--- src/verilog/ait_params.svh ---
// Offsets, field positions and reset values of the audio trap status block.
`ifndef AIT_PARAMS_SVH
`define AIT_PARAMS_SVH

// ****************************************
// Register byte offsets in the audio window
// ****************************************
`define AIT_OFS_STAT 7'h10
`define AIT_OFS_MIRR 7'h12
`define AIT_OFS_TRAP 7'h14
`define AIT_OFS_EN 7'h18

// ****************************************
// Enable register fields
// ****************************************
`define AIT_EN_MASK 16'h0fff
`define AIT_EN_RST 16'h0000
`define AIT_EN_FW 11
`define AIT_EN_FRD_HI 10
`define AIT_EN_FRD_LO 9
`define AIT_EN_DMAH 8
`define AIT_EN_DMAL 7
`define AIT_EN_MIDIH 6
`define AIT_EN_MIDIL 5
`define AIT_EN_FR 4
`define AIT_EN_FM 3
`define AIT_EN_SB 2
`define AIT_EN_SEL_HI 1
`define AIT_EN_SEL_LO 0

// ****************************************
// Status fields and reset values
// ****************************************
`define AIT_L2_RST 8'h00
`define AIT_T_RST 4'h0
`define AIT_L2_TRAP 0
`define AIT_L2_CODEC 1
`define AIT_L2_BM_LO 2
`define AIT_L2_BM_HI 7

// ****************************************
// Legacy I/O port ranges
// ****************************************
`define AIT_IO_SB0 12'h022
`define AIT_IO_SB1 12'h024
`define AIT_IO_FM 14'h00e2
`define AIT_IO_DMAL 12'h000
`define AIT_IO_DMAH 11'h006
`define AIT_IO_MIDIL 15'h0180
`define AIT_IO_MIDIH 15'h0198

`endif

--- src/verilog/ait_pkg.sv ---
// Types shared by the audio trap status block.
package ait_pkg;

  typedef logic [15:0] ait_ioaddr_t;

  // Address classes found by the I/O decoder.
  typedef struct packed {
    logic sb;
    logic fm;
    logic dma_lo;
    logic dma_hi;
    logic midi_lo;
    logic midi_hi;
    logic fw;
    logic fr;
  } ait_cls_t;

endpackage : ait_pkg

--- src/verilog/ait_dec_if.sv ---
// Interface between the top level and the I/O address decoder.
`timescale 1ns/1ps

interface ait_dec_if;
  import ait_pkg::*;
  ait_ioaddr_t addr;
  logic [1:0] sb_sel;
  ait_cls_t cls;
  modport dec (input addr, input sb_sel, output cls);
  modport use_side (output addr, output sb_sel, input cls);
endinterface : ait_dec_if

--- src/verilog/ait_top.sv ---
// Audio management interrupt status and legacy I/O trap block, top level.
//
// Overview of operation
// - Mirror copy reads status without clearing.
// - Enabled bus master page end sets bits.
// - Gated codec serial or GPIO interrupt sets bit1.
// - Bit0 summarizes traps held at offset 14.
// - Even fast write data into bits 31:24.
// - Odd fast or normal write data 23:16.
// - Bit15 holds address line one.
// - Bit14 holds trapped access direction.
// - Sound/FM trap bit13 or bit10 by fast.
// - Bit12 flags enabled DMA port traps.
// - Bit11 flags enabled MIDI port traps.
// - Bits 9:0 capture trapped low address.
// - Even fast write no interrupt; odd sets 13.
// - Even fast write ports accepted without interrupt.
// - Bits 10:9 stored, returned on fast reads.
// - High DMA enable traps ports C0-DF.
// - Low DMA enable traps ports 00-0F.
// - High MIDI enable traps ports 330-331.
// - Low MIDI enable traps ports 300-301.
// - Fast read ports answered without interrupt.
// - FM enable traps ports 388-38B.
// - Causes reflected in top-level status output.
// - Reading primary status clears it.
// - Sound card enable traps selected range.
`timescale 1ns/1ps
`include "ait_params.svh"

module ait_top
  import ait_pkg::*;
(
  // Clock and reset.
  input wire logic clk_sys,
  input wire logic rst,
  // Memory window on the audio register block.
  input wire logic mem_req,
  input wire logic mem_wr,
  input wire logic [6:0] mem_addr,
  input wire logic [3:0] mem_be,
  input wire logic [31:0] mem_wdata,
  output logic mem_ack,
  output logic [31:0] mem_rdata,
  // Host I/O cycles on the internal peripheral bus.
  input wire logic io_req,
  input wire logic io_wr,
  input wire logic [15:0] io_addr,
  input wire logic [7:0] io_wdata,
  output logic io_ack,
  output logic io_fast,
  output logic [7:0] io_rdata,
  // Audio bus master and codec sources.
  input wire logic [5:0] bm_en,
  input wire logic [5:0] bm_page_end,
  input wire logic codec_ser_irq,
  input wire logic codec_gpio_irq,
  input wire logic codec_ser_smi_en,
  input wire logic codec_gpio_smi_en,
  // Management interrupt.
  output logic smi,
  output logic pm_smi_status
);

  // ****************************************
  // Registers
  // ****************************************
  logic [15:0] en_q;
  logic [7:0] l2_q;
  logic [7:0] l2_d;
  logic [3:0] t_q;
  logic [3:0] t_d;
  logic [7:0] even_q;
  logic [7:0] odd_q;
  logic a1_q;
  logic rw_q;
  logic [9:0] taddr_q;
  logic smi_q;
  logic pm_q;
  logic mack_q;
  logic [31:0] mrd_q;
  logic iack_q;
  logic ifast_q;
  logic [7:0] ird_q;
  logic [5:0] bm_set;

  // ****************************************
  // Submodules
  // ****************************************
  ait_dec_if dif ();

  // The decoder sees the live I/O address and the current range select.
  assign dif.addr = io_addr;
  assign dif.sb_sel = en_q[`AIT_EN_SEL_HI:`AIT_EN_SEL_LO];

  ait_io_decode u_dec (
    .dif(dif)
  );

  ait_bm_collect u_bm (
    .clk_sys(clk_sys),
    .rst(rst),
    .bm_en(bm_en),
    .page_end(bm_page_end),
    .bm_set(bm_set)
  );

  // ****************************************
  // I/O cycle classification
  // ****************************************
  // A fast read or an even fast write suppresses every trap that would otherwise match it.
  wire fw_en = en_q[`AIT_EN_FW];
  wire io_fw = io_req & io_wr & fw_en & dif.cls.fw;
  wire io_fw_even = io_fw & ~io_addr[0];
  wire io_fw_odd = io_fw & io_addr[0];
  wire io_fr = io_req & ~io_wr & en_q[`AIT_EN_FR] & dif.cls.fr;
  wire sb_hit = en_q[`AIT_EN_SB] & dif.cls.sb;
  wire fm_hit = en_q[`AIT_EN_FM] & dif.cls.fm;
  wire dma_hit = (en_q[`AIT_EN_DMAH] & dif.cls.dma_hi)
    | (en_q[`AIT_EN_DMAL] & dif.cls.dma_lo);
  wire midi_hit = (en_q[`AIT_EN_MIDIH] & dif.cls.midi_hi)
    | (en_q[`AIT_EN_MIDIL] & dif.cls.midi_lo);
  wire trap_ok = io_req & ~io_fr & ~io_fw;

  // Third-level events; an odd fast write still interrupts through bit 13.
  wire ev13 = (trap_ok & (sb_hit | fm_hit) & fw_en) | io_fw_odd;
  wire ev10 = trap_ok & (sb_hit | fm_hit) & ~fw_en;
  wire ev12 = trap_ok & dma_hit;
  wire ev11 = trap_ok & midi_hit;
  wire [3:0] t_set = {ev13, ev12, ev11, ev10};
  wire trap_ev = |t_set;
  wire cap_odd = io_fw_odd | (io_req & io_wr & ~io_fw);

  // ****************************************
  // Register window decode
  // ****************************************
  wire [6:0] ofs_stat = `AIT_OFS_STAT;
  wire [6:0] ofs_mirr = `AIT_OFS_MIRR;
  wire [6:0] ofs_trap = `AIT_OFS_TRAP;
  wire [6:0] ofs_en = `AIT_OFS_EN;
  wire [15:0] en_mask = `AIT_EN_MASK;
  wire rd = mem_req & ~mem_wr;
  wire wr = mem_req & mem_wr;
  wire sel_stat = mem_addr[6:2] == ofs_stat[6:2];
  wire sel_trap = mem_addr[6:2] == ofs_trap[6:2];
  wire sel_en = mem_addr[6:2] == ofs_en[6:2];
  // Only the low lanes hold the primary copy; the mirror lanes never clear.
  wire clr_l2 = rd & sel_stat & |mem_be[1:0];
  wire rd_mirr = rd & sel_stat & (mem_be[ofs_mirr[1:0]] | mem_be[3]);
  wire clr_t = rd & sel_trap & mem_be[1];
  wire codec_ev = (codec_ser_irq & codec_ser_smi_en)
    | (codec_gpio_irq & codec_gpio_smi_en);
  wire [7:0] l2_set = {bm_set, codec_ev, trap_ev};

  // Sticky status: a new event in the clearing cycle survives the clear.
  assign l2_d = (l2_q & ~{8{clr_l2}}) | l2_set;
  assign t_d = (t_q & ~{4{clr_t}}) | t_set;

  // Read data for each mapped word; unmapped words read as zero.
  wire [31:0] rd_stat = {8'h00, l2_q, 8'h00, l2_q};
  wire [31:0] rd_trap = {even_q, odd_q, a1_q, rw_q, t_q, taddr_q};
  wire [31:0] rd_en = {16'h0000, en_q};
  wire [31:0] rd_mux = sel_stat ? rd_stat : sel_trap ? rd_trap
    : sel_en ? rd_en : 32'h0000_0000;

  // ****************************************
  // Enable register
  // ****************************************
  // Reserved bits 15:12 are dropped on write so they always read zero.
  always_ff @(posedge clk_sys or posedge rst) begin
    if (rst) begin
      en_q <= `AIT_EN_RST;
    end else if (wr & sel_en) begin
      en_q[7:0] <= mem_be[0] ? mem_wdata[7:0] : en_q[7:0];
      en_q[15:8] <= mem_be[1] ? (mem_wdata[15:8] & en_mask[15:8]) : en_q[15:8];
    end
  end

  // ****************************************
  // Status bits and interrupt
  // ****************************************
  // The interrupt is registered from the next state so it tracks status exactly.
  always_ff @(posedge clk_sys or posedge rst) begin
    if (rst) begin
      l2_q <= `AIT_L2_RST;
      t_q <= `AIT_T_RST;
      smi_q <= 1'b0;
      pm_q <= 1'b0;
    end else begin
      l2_q <= l2_d;
      t_q <= t_d;
      smi_q <= |l2_d | |t_d;
      pm_q <= |l2_d | |t_d;
    end
  end

  // ****************************************
  // Trap capture
  // ****************************************
  // Address and direction describe the last trapped cycle only.
  always_ff @(posedge clk_sys or posedge rst) begin
    if (rst) begin
      taddr_q <= 10'h000;
      rw_q <= 1'b0;
    end else if (trap_ev) begin
      taddr_q <= io_addr[9:0];
      rw_q <= io_wr;
    end
  end

  // Fast and normal write data bytes and address line one.
  always_ff @(posedge clk_sys or posedge rst) begin
    if (rst) begin
      even_q <= 8'h00;
      odd_q <= 8'h00;
      a1_q <= 1'b0;
    end else begin
      even_q <= io_fw_even ? io_wdata : even_q;
      odd_q <= cap_odd ? io_wdata : odd_q;
      a1_q <= io_fw ? io_addr[1] : a1_q;
    end
  end

  // ****************************************
  // Answers
  // ****************************************
  // Every request is answered on the next edge; no wait states exist.
  always_ff @(posedge clk_sys or posedge rst) begin
    if (rst) begin
      mack_q <= 1'b0;
      mrd_q <= 32'h0000_0000;
      iack_q <= 1'b0;
      ifast_q <= 1'b0;
      ird_q <= 8'h00;
    end else begin
      mack_q <= mem_req;
      mrd_q <= rd ? rd_mux : 32'h0000_0000;
      iack_q <= io_req;
      ifast_q <= io_fr | io_fw;
      ird_q <= io_fr ? {6'h00, en_q[`AIT_EN_FRD_HI:`AIT_EN_FRD_LO]} : 8'h00;
    end
  end

  assign mem_ack = mack_q;
  assign mem_rdata = mrd_q;
  assign io_ack = iack_q;
  assign io_fast = ifast_q;
  assign io_rdata = ird_q;
  assign smi = smi_q;
  assign pm_smi_status = pm_q;
endmodule : ait_top

--- src/verilog/ait_io_decode.sv ---
// Legacy sound, FM, MIDI and DMA port range decoder.
`timescale 1ns/1ps
`include "ait_params.svh"

module ait_io_decode
  import ait_pkg::*;
(
  // Address in, classes out.
  ait_dec_if.dec dif
);

  // ****************************************
  // Range compares
  // ****************************************
  // Select codes 10 and 11 name no range, so the sound card window is then closed.
  wire sb_valid = ~dif.sb_sel[1];
  wire [11:0] sb_base = dif.sb_sel[0] ? `AIT_IO_SB1 : `AIT_IO_SB0;
  wire [3:0] nib = dif.addr[3:0];
  // The x digit of the sound card offsets follows the selected base.
  wire in_sb = sb_valid & (dif.addr[15:4] == sb_base);
  wire in_fm = dif.addr[15:2] == `AIT_IO_FM;

  // Fast paths cover a few sound card ports, three FM ports for writes and all four FM ports for reads.
  wire fw_sb = in_sb & ((nib == 4'h0) | (nib == 4'h2) | (nib == 4'h8));
  wire fw_fm = in_fm & (dif.addr[1:0] != 2'h1);
  wire fr_sb = in_sb & ((nib[3:2] == 2'h0) | (nib[3:1] == 3'h4));

  // Class outputs.
  assign dif.cls.sb = in_sb;
  assign dif.cls.fm = in_fm;
  assign dif.cls.dma_lo = dif.addr[15:4] == `AIT_IO_DMAL;
  assign dif.cls.dma_hi = dif.addr[15:5] == `AIT_IO_DMAH;
  assign dif.cls.midi_lo = dif.addr[15:1] == `AIT_IO_MIDIL;
  assign dif.cls.midi_hi = dif.addr[15:1] == `AIT_IO_MIDIH;
  assign dif.cls.fw = fw_sb | fw_fm;
  assign dif.cls.fr = fr_sb | in_fm;

endmodule : ait_io_decode

--- src/verilog/ait_bm_collect.sv ---
// End-of-page event detector for the six audio bus masters.
`timescale 1ns/1ps

module ait_bm_collect (
  // Clock and reset.
  input wire logic clk_sys,
  input wire logic rst,
  // Bus master enable and page end marker levels.
  input wire logic [5:0] bm_en,
  input wire logic [5:0] page_end,
  // One-cycle set pulses.
  output logic [5:0] bm_set
);

  logic [5:0] pe_q;

  // Previous marker level, so that a marker held high counts once.
  always_ff @(posedge clk_sys or posedge rst) begin
    if (rst) begin
      pe_q <= 6'h00;
    end else begin
      pe_q <= page_end;
    end
  end

  // Each master raises its bit only while enabled.
  for (genvar i = 0; i < 6; i++) begin : g_bm
    assign bm_set[i] = bm_en[i] & page_end[i] & ~pe_q[i];
  end

endmodule : ait_bm_collect

--- config.mk ---
export PLATFORM = sky130hd
export DESIGN_NAME = ait_top
export DESIGN_NICKNAME = d
export VERILOG_FILES = /design/src/verilog/ait_pkg.sv /design/src/verilog/ait_dec_if.sv /design/src/verilog/ait_top.sv /design/src/verilog/ait_io_decode.sv /design/src/verilog/ait_bm_collect.sv
export VERILOG_INCLUDE_DIRS = /design/src /design/src/verilog
export SDC_FILE = /design/constraint.sdc
export NUM_CORES = 1
export LEC_CHECK = 0
export ABC_CLOCK_PERIOD_IN_PS = 2620
export BUFFER_PORTS_ARGS = -buffer_cell sky130_fd_sc_hd__clkbuf_2
export CAP_MARGIN = 20
export CORE_ASPECT_RATIO = 1.2
export CORE_MARGIN = 2
export CORE_UTILIZATION = 29
export CTS_BUF_LIST = sky130_fd_sc_hd__clkbuf_2
export CTS_CLUSTER_DIAMETER = 30
export DETAILED_ROUTE_END_ITERATION = 6
export PLACE_DENSITY = 0.55
export SETUP_SLACK_MARGIN = 0.15
export SYNTH_ARGS = -nofsm -noshare
export SYNTH_HDL_FRONTEND = slang
export SYNTH_SLANG_ARGS = --single-unit
--- constraint.sdc ---
create_clock -name clk_sys -period 2.62 [get_ports clk_sys]
set_input_delay 0.131 -clock clk_sys [delete_from_list [all_inputs] [get_ports clk_sys]]
set_output_delay 0.131 -clock clk_sys [all_outputs]
set_load 0.02 [all_outputs]
==> flow_summary.yaml, run 1 <==
cells_and_area:
  final_cell_mix: "113 x clkbuf_2, 96 x dfrtp_1, 52 x dlygate4sd3_1"
  final_common_cell: "clkbuf_2"
  area_growth_pct: 34.9
  fillers: 1361
  diodes: 0
  fin_cells: 658
  drive_above_1_share_pct: 35.9
  fin_nets: 572
flow_run:
  maxCapViolCount: 0
clocking:
  cts_buffers: 9
  clockRootBuffer: "clkbuf_2"
  path_clk_slew_ps: 240
  cts.sinks: 96
  cts.path.max_buffers: 2
  cts_tree: "done"
  insertion_delay_ps: 580
  cts-resized-gates: 0
  h-tree-depth: 3
route:
  vias: 3070
  via_per_inst: 4.67
  drc: 0
  first_pass_iters: 4
  ant_nets: 0
  drt-initial-drc-count: 113
  wl_per_cell_um: 15.5
  wirelength_um: 10200
worst_setup_path:
  crit_buf_inv: 1
  crit_chain: "nor4b_1, nand2_1, or4b_4, a31oi_4, buf_12, mux2_2"
  crit_path_max_incr_delay_ps: 570
  critPathCaptureType: "register"
  critPathTopFamily: "simple AND/OR/NAND/NOR gates"
  cp.required_ps: 3090
  crit_path_max_fanout: 10
  criticalPathCategory: "reg -> reg"
  crit_path_start_kind: "register"
  cp_slowest_cell: "or4b_4"
  arrival_ps: 2730
synth:
  synth_mux_area_share_pct: 10.9
  synthAdderAreaFrac_pct: 0
  synth_xor_area_share_pct: 0
  avgSynthCellArea_um2: 12.6
  yosys_register_bits: 96
  synth_top_family_by_area: "simple AND/OR/NAND/NOR gates"
  yosysWarnings: 0
  synthesis.area_mm2: 0.00400
  synthSimpleGateAreaFrac_pct: 15.4
  synthCells: 318
  synth-compound-area-share_pct: 10.7
  yosys_most_used_dff: "dfrtp_1"
  synthDistinctLibCells: 47
  synth-edff-count: 0
  synthArstFlopShare_pct: 100
  yosysSeqAreaShare_pct: 60.1
timing:
  timing_hold_violations_final: 0
  setup-tns-final_ps: 0
  grt_setup_unrepaired: "false"
  timing.final.ws_setup_ps: 358
  fmax_mhz: 442
  clock_skew_ps: 35.7
  relSlewSlack_pct: 56.1
  period_share_pct: 86.3
  drv_slew: 0
  setup_violations: 0
  tightest_slew_ps: 658
  layout_min_cycle_time_ps: 2260
placement:
  dp.cells: 590
  hpwlAfterDp_um: 7590
  io_buffers: 103
  dp_slack_ps: 294
  place_congestion: 0.847
die:
  start_util_pct: 29.3
  core_mm2: 0.0136
  die_x_um: 111
  num_io_pins: 134
  rows: 47
  die-area_mm2: 0.0147
  fp.dieH_um: 133
grt:
  grt_pass1_wl_um: 16700
  antenna_found_initial: 0
  grt_remaining_overflow: 0
  grt_start_max_net_pins: 72
  track_usage_pct: 14.4
  grt_pass1_vias: 3187
power_and_ir_drop:
  power_density_mw_per_mm2: 478
  peakVddDrop_v: 0.000179
  power_leakage_nw: 2.66
  p_total_mw: 2.58
min_path:
  hold_class: "in -> reg"
status:
  outcome: "finished, final reports clean"
==> worst reg2reg max path, stage by stage (launching register included) <==
cell,delay (ps)
dfrtp_1,470
nor4b_1,290
nand2_1,140
or4b_4,570
a31oi_4,230
buf_12,160
mux2_2,330
==> what timing repair did <==
item | 4_1_cts | 5_1_grt
hold buffers | 52 | 0
buffers inserted | 0 | 1
setup endpoints to repair | 0 | 8
endpoints found under the hold margin | 83 | 0
==> flip-flops by register name, summed over array words and instances (netlist names), 2 cells and up <==
register,cells
t_q,4
odd_q,8
even_q,8
u_bm.pe_q,6
taddr_q,10
l2_q,8
io_rdata,2
en_q,12
mem_rdata,32
==> cell type report <==
type	count	area (um2)	area share [%]
flip-flops and latches	96	2400	44.5
multi-input cells	204	1500	27.8
repair buffers	163	1120	20.8
well taps	171	214	3.97
clock inverters	5	67.6	1.25
clock buffers	10	50.0	0.928
inverters	9	37.5	0.696
==> power by group <==
group	total, mW	switching [mW]	internal (mW)
Combinational	0.274	0.132	0.142
Sequential	1.56	0.0314	1.53
Clock	0.742	0.510	0.232
==> metal layers <==
| metal | up-vias | part of all wire, % | track usage (%) |
|---|---|---|---|
| met5 | - | 0 | 0 |
| li1 | 1468 | - | - |
| met4 | 0 | 1.5 | 4.73 |
| met2 | 79 | 50 | 23.9 |
| met1 | 1511 | 45 | 18.8 |
| met3 | 12 | 4.0 | 3.25 |
==> metrics by stage <==
step           utilization (%)  cell area [um2]  hold slack (ps)
6_report                  39.5             5390             45.3
3_3_place_gp              34.7             4730              224
2_1_floorplan                -             4020              162
3_5_place_dp              34.7             4730              235
4_1_cts                   39.4             5370             1.50
5_1_grt                   39.5             5390             3.63
==> kinds of logic (layout without fill, tap and decap cells) <==
logic type	count (synthesis)	after routing
and+or+nand+nor	105	105
DFF	96	96
AOI/OAI and AO/OA	54	54
muxes	39	39
buffers and inverters	23	187
other	1	6
==> cell usage after synthesis (all sizes together), types with 3 or more instances <==
cell type,count,area [um2]
a21o,4,30.0
a22oi,12,90.1
and2,15,93.8
and3,5,31.3
and3b,4,35.0
buf,7,52.6
clkbuf,7,26.3
dfrtp,96,2400
inv,9,33.8
mux2,37,417
nand2,35,134
nand3,6,30.0
nand4,5,31.3
nor2,9,33.8
nor3,3,15.0
nor3b,4,41.3
nor4,3,33.8
nor4b,4,35.0
o2111ai,3,26.3
o21ai,13,65.1
o2bb2ai,6,52.6
==> worst paths after layout <==
kind / start / end / slack [ps] / cells past startpoint
worst max-delay path: en_q[1]$_DFFE_PP0P_ / taddr_q[1]$_DFFE_PP0P_ / 360 / 6
worst min-delay path: io_addr[10] / t_q[2]$_DFF_PP0_ / 50 / 5
worst max register to register: en_q[1]$_DFFE_PP0P_ / taddr_q[1]$_DFFE_PP0P_ / 360 / 6
max in group asynchronous: rst / taddr_q[5]$_DFFE_PP0P_ / 1720 / 4
min in group asynchronous: rst / io_ack$_DFF_PP0_ / 150 / 3
worst min register to register: odd_q[1]$_DFFE_PP0P_ / mem_rdata[17]$_DFF_PP0_ / 470 / 2
(Power assumes the default switching activity.)
==> run 2, diff against run 1 <==
--- a/config.mk
+++ b/config.mk
@@ -6,16 +6,17 @@
 export SDC_FILE = /design/constraint.sdc
 export NUM_CORES = 1
 export LEC_CHECK = 0
+export ABC_AREA = 1
 export ABC_CLOCK_PERIOD_IN_PS = 2620
 export BUFFER_PORTS_ARGS = -buffer_cell sky130_fd_sc_hd__clkbuf_2
 export CAP_MARGIN = 20
-export CORE_ASPECT_RATIO = 1.2
+export CORE_ASPECT_RATIO = 0.75
 export CORE_MARGIN = 2
 export CORE_UTILIZATION = 29
 export CTS_BUF_LIST = sky130_fd_sc_hd__clkbuf_2
 export CTS_CLUSTER_DIAMETER = 30
 export DETAILED_ROUTE_END_ITERATION = 6
-export PLACE_DENSITY = 0.55
+export PLACE_DENSITY = 0.54
 export SETUP_SLACK_MARGIN = 0.15
 export SYNTH_ARGS = -nofsm -noshare
 export SYNTH_HDL_FRONTEND = slang
==> flow_summary.yaml, run 2 <==
timing:
  grt_setup_unrepaired: "false"
  fmax_mhz: 481
  setup_violations: 0
  whs_ps: 76.1
  tightest_slew_ps: 795
  relSlewSlack_pct: 46.5
  drv_slew: 0
  period_share_pct: 79.4
  clock_skew_ps: 36.4
  setup-tns-final_ps: 0
  layout_min_cycle_time_ps: 2080
  timing_hold_violations_final: 0
power_and_ir_drop:
  power_leakage_nw: 2.83
  peakVddDrop_v: 0.000193
  power_density_mw_per_mm2: 468
synth:
  synth.largest_area_cell: "dfrtp_1"
  synthCells: 452
  synth_commonest_cells: "105 x nand2_1, 96 x dfrtp_1, 51 x inv_1, 46 x nor2_1, 42 x o21ai_0"
  synth-edff-count: 0
  yosysWarnings: 0
  synthArstFlopShare_pct: 100
  ys_top_cells_by_area: "dfrtp_1 58%, nand2_1 9.6%, o21ai_0 5.1%"
  synthDistinctLibCells: 38
  avgSynthCellArea_um2: 9.12
  synthesis.area_mm2: 0.00412
  synth_top_area_share_pct: 58.3
  yosysSeqAreaShare_pct: 58.3
  yosys_most_used_dff: "dfrtp_1"
  yosys_register_bits: 96
  synth_most_common_cell: "nand2_1"
worst_setup_path:
  crit_path_max_incr_delay_ps: 430
  crit_chain: "nor2_1, nand3_1, nor2_1, nand3_2, a21boi_1, nand2_2, nand3_1, nand2_1, o21ai_0"
  cp_slowest_cell: "dfrtp_1"
  crit_path_start_kind: "register"
  critPathCaptureType: "register"
  cp.required_ps: 3090
  r2r_start: "en_q[1]$_DFFE_PP0P_"
  arrival_ps: 2550
  crit_path_max_fanout: 18
  criticalPathCategory: "reg -> reg"
  crit_start: "en_q[1]$_DFFE_PP0P_"
  r2r_cells: 9
route:
  drt-initial-drc-count: 192
  via_per_inst: 4.46
  vias: 3582
  wirelength_um: 11000
  first_pass_iters: 6
  drc: 0
  ant_nets: 0
  wl_per_cell_um: 13.7
min_path:
  hold_class: "in -> reg"
  hold_depth: 6
  worst_hold_startpoint: "mem_addr[5]"
cells_and_area:
  diodes: 0
  fin_nets: 713
  largest_reg_flops: 32
  final_common_cell: "clkbuf_2"
  fillers: 1434
  finish.utilization_pct: 40.5
  area_growth_pct: 35.5
  drive_above_1_share_pct: 24.6
  fin_cells: 804
  final_cell_mix: "113 x clkbuf_2, 105 x nand2_1, 96 x dfrtp_1"
clocking:
  cts.sinks: 96
  cts_buffers: 9
  cts-resized-gates: 0
  cts_tree: "done"
  insertion_delay_ps: 570
  h-tree-depth: 3
  path_clk_slew_ps: 280
  cts.path.max_buffers: 2
  clockRootBuffer: "clkbuf_2"
  cts_setup_buffers: 0
die:
  fp.dieH_um: 107
  die-area_mm2: 0.0152
  die_x_um: 142
  start_util_pct: 29.9
  core_mm2: 0.0138
  rows: 37
  num_io_pins: 134
status:
  outcome: "finished, final reports clean"
placement:
  hpwlAfterDp_um: 7940
  place_congestion: 0.862
  io_buffers: 103
  dp.cells: 723
grt:
  grt_pass1_wl_um: 17600
  grt_start_max_net_pins: 68
  grt_pass1_vias: 3506
  grt_remaining_overflow: 0
  antenna_found_initial: 0
  track_usage_pct: 15.1
flow_run:
  maxCapViolCount: 0
==> run 2: cell types whose count changed after synthesis, moves of 8 or more <==
cell,before,now
nand2_1,34,105
inv_1,9,51
nor2_1,9,46
mux2_2,37,1
o21ai_0,13,42
a21oi_1,2,21
and2_1,15,0
a22oi_1,12,0
nand3_1,6,16
nand2_2,1,9
==> run 2: path summary, 6_finish.rpt <==
path	endpoint	slack [ps]
setup reg to reg	odd_q[4]$_DFFE_PP0P_	540
hold reg to reg	mem_rdata[28]$_DFF_PP0_	500
max in group asynchronous	t_q[1]$_DFF_PP0_	1700
setup / recovery	odd_q[4]$_DFFE_PP0P_	540
min in group asynchronous	odd_q[3]$_DFFE_PP0P_	150
hold / removal	mem_rdata[23]$_DFF_PP0_	80
==> run 2: report_power, final <==
group | total [mW] | switching, mW | leakage (nW) | internal, mW
sequential | 1.56 | 0.0243 | 1.21 | 1.53
combinational | 0.310 | 0.168 | 1.55 | 0.142
clock | 0.747 | 0.517 | 0.0725 | 0.230
total | 2.61 | 0.709 | 2.83 | 1.91
==> run 2: area by class of cell <==
class	instances	area [um2]	share of cell area, %
clock inverters	6	68.8	1.23
repair buffers	172	1210	21.6
well taps	175	219	3.92
clock buffers	10	50.0	0.896
flip-flops and latches	96	2400	43.0
inverters	53	203	3.63
multi-input cells	292	1430	25.6
==> run 2: worst max-delay path: cells and delay by family (launching register included) <==
kind | cells | cell delay, ps
AND/OR/NAND/NOR | 7 | 1250
flip-flops | 1 | 430
AO/OA/AOI/OAI | 2 | 340
==> run 2: cell families (layout without fill, tap and decap cells) <==
family          after synthesis  in the layout  synth area share (%)
simple gates                206            206                  23.4
other cells                   1              6                0.0910
flops                        96             96                  58.3
compound gates               79             79                  10.6
mux                           1              1                 0.273
buf+inv                      69            241                  7.41
==> run 2: routing by layer <==
layer	vias up	share of wire, %	global-route usage [%]
met1	1692	49	21.6
met3	9	5.6	3.48
met4	0	0.92	3.64
li1	1780	-	-
met2	101	45	23.3
met5	-	0	0
==> run 2: stage by stage <==
step	power, mW	instance area (um2)	setup WS (ps)
6_report	2.61	5580	541
4_1_cts	2.64	5570	518
2_1_floorplan	1.71	4140	934
3_3_place_gp	1.81	4810	615
3_5_place_dp	1.82	4810	560
5_1_grt	2.74	5580	225
==> run 2: timing repair <==
action | 4_1_cts | 5_1_grt
endpoints found under the setup margin | 0 | 0
hold buffers | 64 | 1
hold endpoints to repair | 106 | 1
==> run 3, diff against run 2 <==
--- a/config.mk
+++ b/config.mk
@@ -7,7 +7,7 @@
 export NUM_CORES = 1
 export LEC_CHECK = 0
 export ABC_AREA = 1
-export ABC_CLOCK_PERIOD_IN_PS = 2620
+export ABC_CLOCK_PERIOD_IN_PS = 1700
 export BUFFER_PORTS_ARGS = -buffer_cell sky130_fd_sc_hd__clkbuf_2
 export CAP_MARGIN = 20
 export CORE_ASPECT_RATIO = 0.75
==> constraint.sdc (replaced) <==
create_clock -name clk_sys -period 1.7 [get_ports clk_sys]
set_input_delay 0.085 -clock clk_sys [delete_from_list [all_inputs] [get_ports clk_sys]]
set_output_delay 0.085 -clock clk_sys [all_outputs]
set_load 0.02 [all_outputs]
==> flow_summary.yaml, run 3 (synthesized netlist as in run 2, its figures left out) <==
worst_setup_path:
  crit_path_max_fanout: 7
  cp_slowest_cell: "dfrtp_1"
  crit_chain: "nor2_2, nand3_2, nor2_4, nand3_4, nand2_4, nand3_4, nand4_1, nand2_2, nor2_8, clkbuf_16, o21ai_1"
  criticalPathCategory: "reg -> reg"
  crit_path_max_incr_delay_ps: 440
  crit_path_start_kind: "register"
  crit_top_cell: "nand3_4"
  arrival_ps: 2340
  critPathCaptureType: "register"
  crit_buf_inv: 1
  cp.required_ps: 2210
  critPathTopFamily: "simple AND/OR/NAND/NOR gates"
route:
  ant_nets: 0
  drt-initial-drc-count: 207
  first_pass_iters: 4
  wirelength_um: 11200
  wl_met2_um: 4970
  vias: 3698
  wl_met1_um: 5470
  via_per_inst: 4.42
  highest_layer: "met4"
  met3_length_um: 649
  drc: 0
  wl_per_cell_um: 13.4
cells_and_area:
  area_growth_pct: 43.6
  finish.utilization_pct: 42.9
  drive_above_1_share_pct: 30.1
  diodes: 0
  fillers: 1398
  final_common_cell: "clkbuf_2"
  final_cell_area_mm2: 0.00592
  largest_reg_flops: 32
  final_cell_mix: "112 x clkbuf_2, 99 x nand2_1, 96 x dfrtp_1"
  fin_nets: 745
timing:
  layout_min_cycle_time_ps: 1830
  relSlewSlack_pct: 65.9
  drv_slew: 0
  tightest_slew_ps: 512
  setup-tns-final_ps: -1580
  whs_ps: 32.8
  grt_setup_unrepaired: "true"
  clock_skew_ps: 40.2
  setup_violations: 20
  period_share_pct: 108
  fmax_mhz: 546
  timing_hold_violations_final: 0
  timing.final.ws_setup_ps: -133
die:
  fp.dieH_um: 107
  die_x_um: 142
  start_util_pct: 29.9
  rows: 37
  num_io_pins: 134
  die-area_mm2: 0.0152
  core_mm2: 0.0138
clocking:
  clockRootBuffer: "clkbuf_2"
  h-tree-depth: 3
  insertion_delay_ps: 600
  path_clk_slew_ps: 260
  cts.sinks: 96
  cts_tree: "done"
  cts_buffers: 9
  cts.path.max_buffers: 2
grt:
  track_usage_pct: 15.6
  grt_remaining_overflow: 0
  antenna_found_initial: 0
  grt_pass1_vias: 3751
  grt_pass1_wl_um: 18400
  grt_start_max_net_pins: 97
placement:
  place_congestion: 0.875
  hpwlAfterDp_um: 8270
  dpl-instance-area_mm2: 0.00506
  dp_slack_ps: -75.7
  io_buffers: 103
flow_run:
  maxCapViolCount: 0
power_and_ir_drop:
  power_leakage_nw: 3.01
  p_sw_mw: 1.12
  power_density_mw_per_mm2: 666
  peakVddDrop_v: 0.000265
  p_int_mw: 2.82
  seq_power_share_pct: 60.9
  combPwrFrac_pct: 13.1
  switching_share_pct: 28.5
  pwr-share-clk_pct: 26.0
status:
  outcome: "finished with violations"
  failed_checks: "setup timing"
min_path:
  hold_class: "in -> reg"
## run 3: cell types whose count changed in the layout (fill, tap and decap cells not counted), moves of 2 or more
cell / delta
nor2_1: -2
buf_4: +29
nand2_1: -6
nand3_2: +2
nand3_4: +2
nand3_1: -4
nand2_4: +2
nand2_2: +4
## run 3: layout make-up
| type | instances | area [um2] | area share (%) |
|---|---|---|---|
| tap | 175 | 219 | 3.70 |
| multi-input combinational | 292 | 1510 | 25.5 |
| clock buffer | 9 | 45.0 | 0.761 |
| clock inverter | 7 | 55.1 | 0.930 |
| timing repair buffer | 204 | 1480 | 25.1 |
| inverter | 53 | 203 | 3.43 |
| sequential | 96 | 2400 | 40.6 |
## run 3: path summary, 6_finish.rpt
| check | to | slack (ps) | startpoint | depth (start not counted) |
|---|---|---|---|---|
| worst max-delay path | taddr_q[4]$_DFFE_PP0P_ | -130 | en_q[1]$_DFFE_PP0P_ | 11 |
| worst min-delay path | t_q[2]$_DFF_PP0_ | 30 | io_addr[12] | 8 |
| worst max register to register | taddr_q[4]$_DFFE_PP0P_ | -130 | en_q[1]$_DFFE_PP0P_ | 11 |
| worst min register to register | mem_rdata[28]$_DFF_PP0_ | 490 | even_q[4]$_DFFE_PP0P_ | 2 |
| max in group asynchronous | rw_q$_DFFE_PP0P_ | 1150 | rst | 4 |
| min in group asynchronous | mem_rdata[22]$_DFF_PP0_ | 120 | rst | 4 |
## run 3: layer usage
metal,vias to the layer above,track usage (%)
li1,1848,-
met1,1743,22.0
met2,96,24.1
met3,11,3.93
met4,0,3.79
met5,-,0
## run 3: repair_timing
| item | in CTS | in global routing |
|---|---|---|
| setup endpoints to repair | 30 | 35 |
| hold endpoints to repair | 165 | 0 |
| pin swaps | 3 | 9 |
| setup buffers | 0 | 1 |
| gates resized for setup | 3 | 15 |
| hold buffers | 65 | 0 |
| gates cloned | 0 | 1 |
## run 3: power by group through the flow
stage               registers [mW]  logic [mW]  clock network (mW)
finish                        2.40       0.516                1.02
global route                  2.41       0.577                1.17
CTS                           2.40       0.514                1.08
detailed placement            2.44       0.401                   0
global placement              2.44       0.395                   0
floorplan                     2.44       0.197                   0
## run 3: worst register-to-register path: stages, from the launching register on
cell	delay, ps
dfrtp_1	440
nor2_2	120
nand3_2	100
nor2_4	140
nand3_4	90
nand2_4	100
nand3_4	80
nand4_1	150
nand2_2	140
nor2_8	190
clkbuf_16	170
o21ai_1	60
## run 3: stage by stage
stage,power (mW),cells
6_report,3.94,836
4_1_cts,3.99,834
3_3_place_gp,2.83,753
5_1_grt,4.16,836
3_5_place_dp,2.84,753
2_1_floorplan,2.64,457
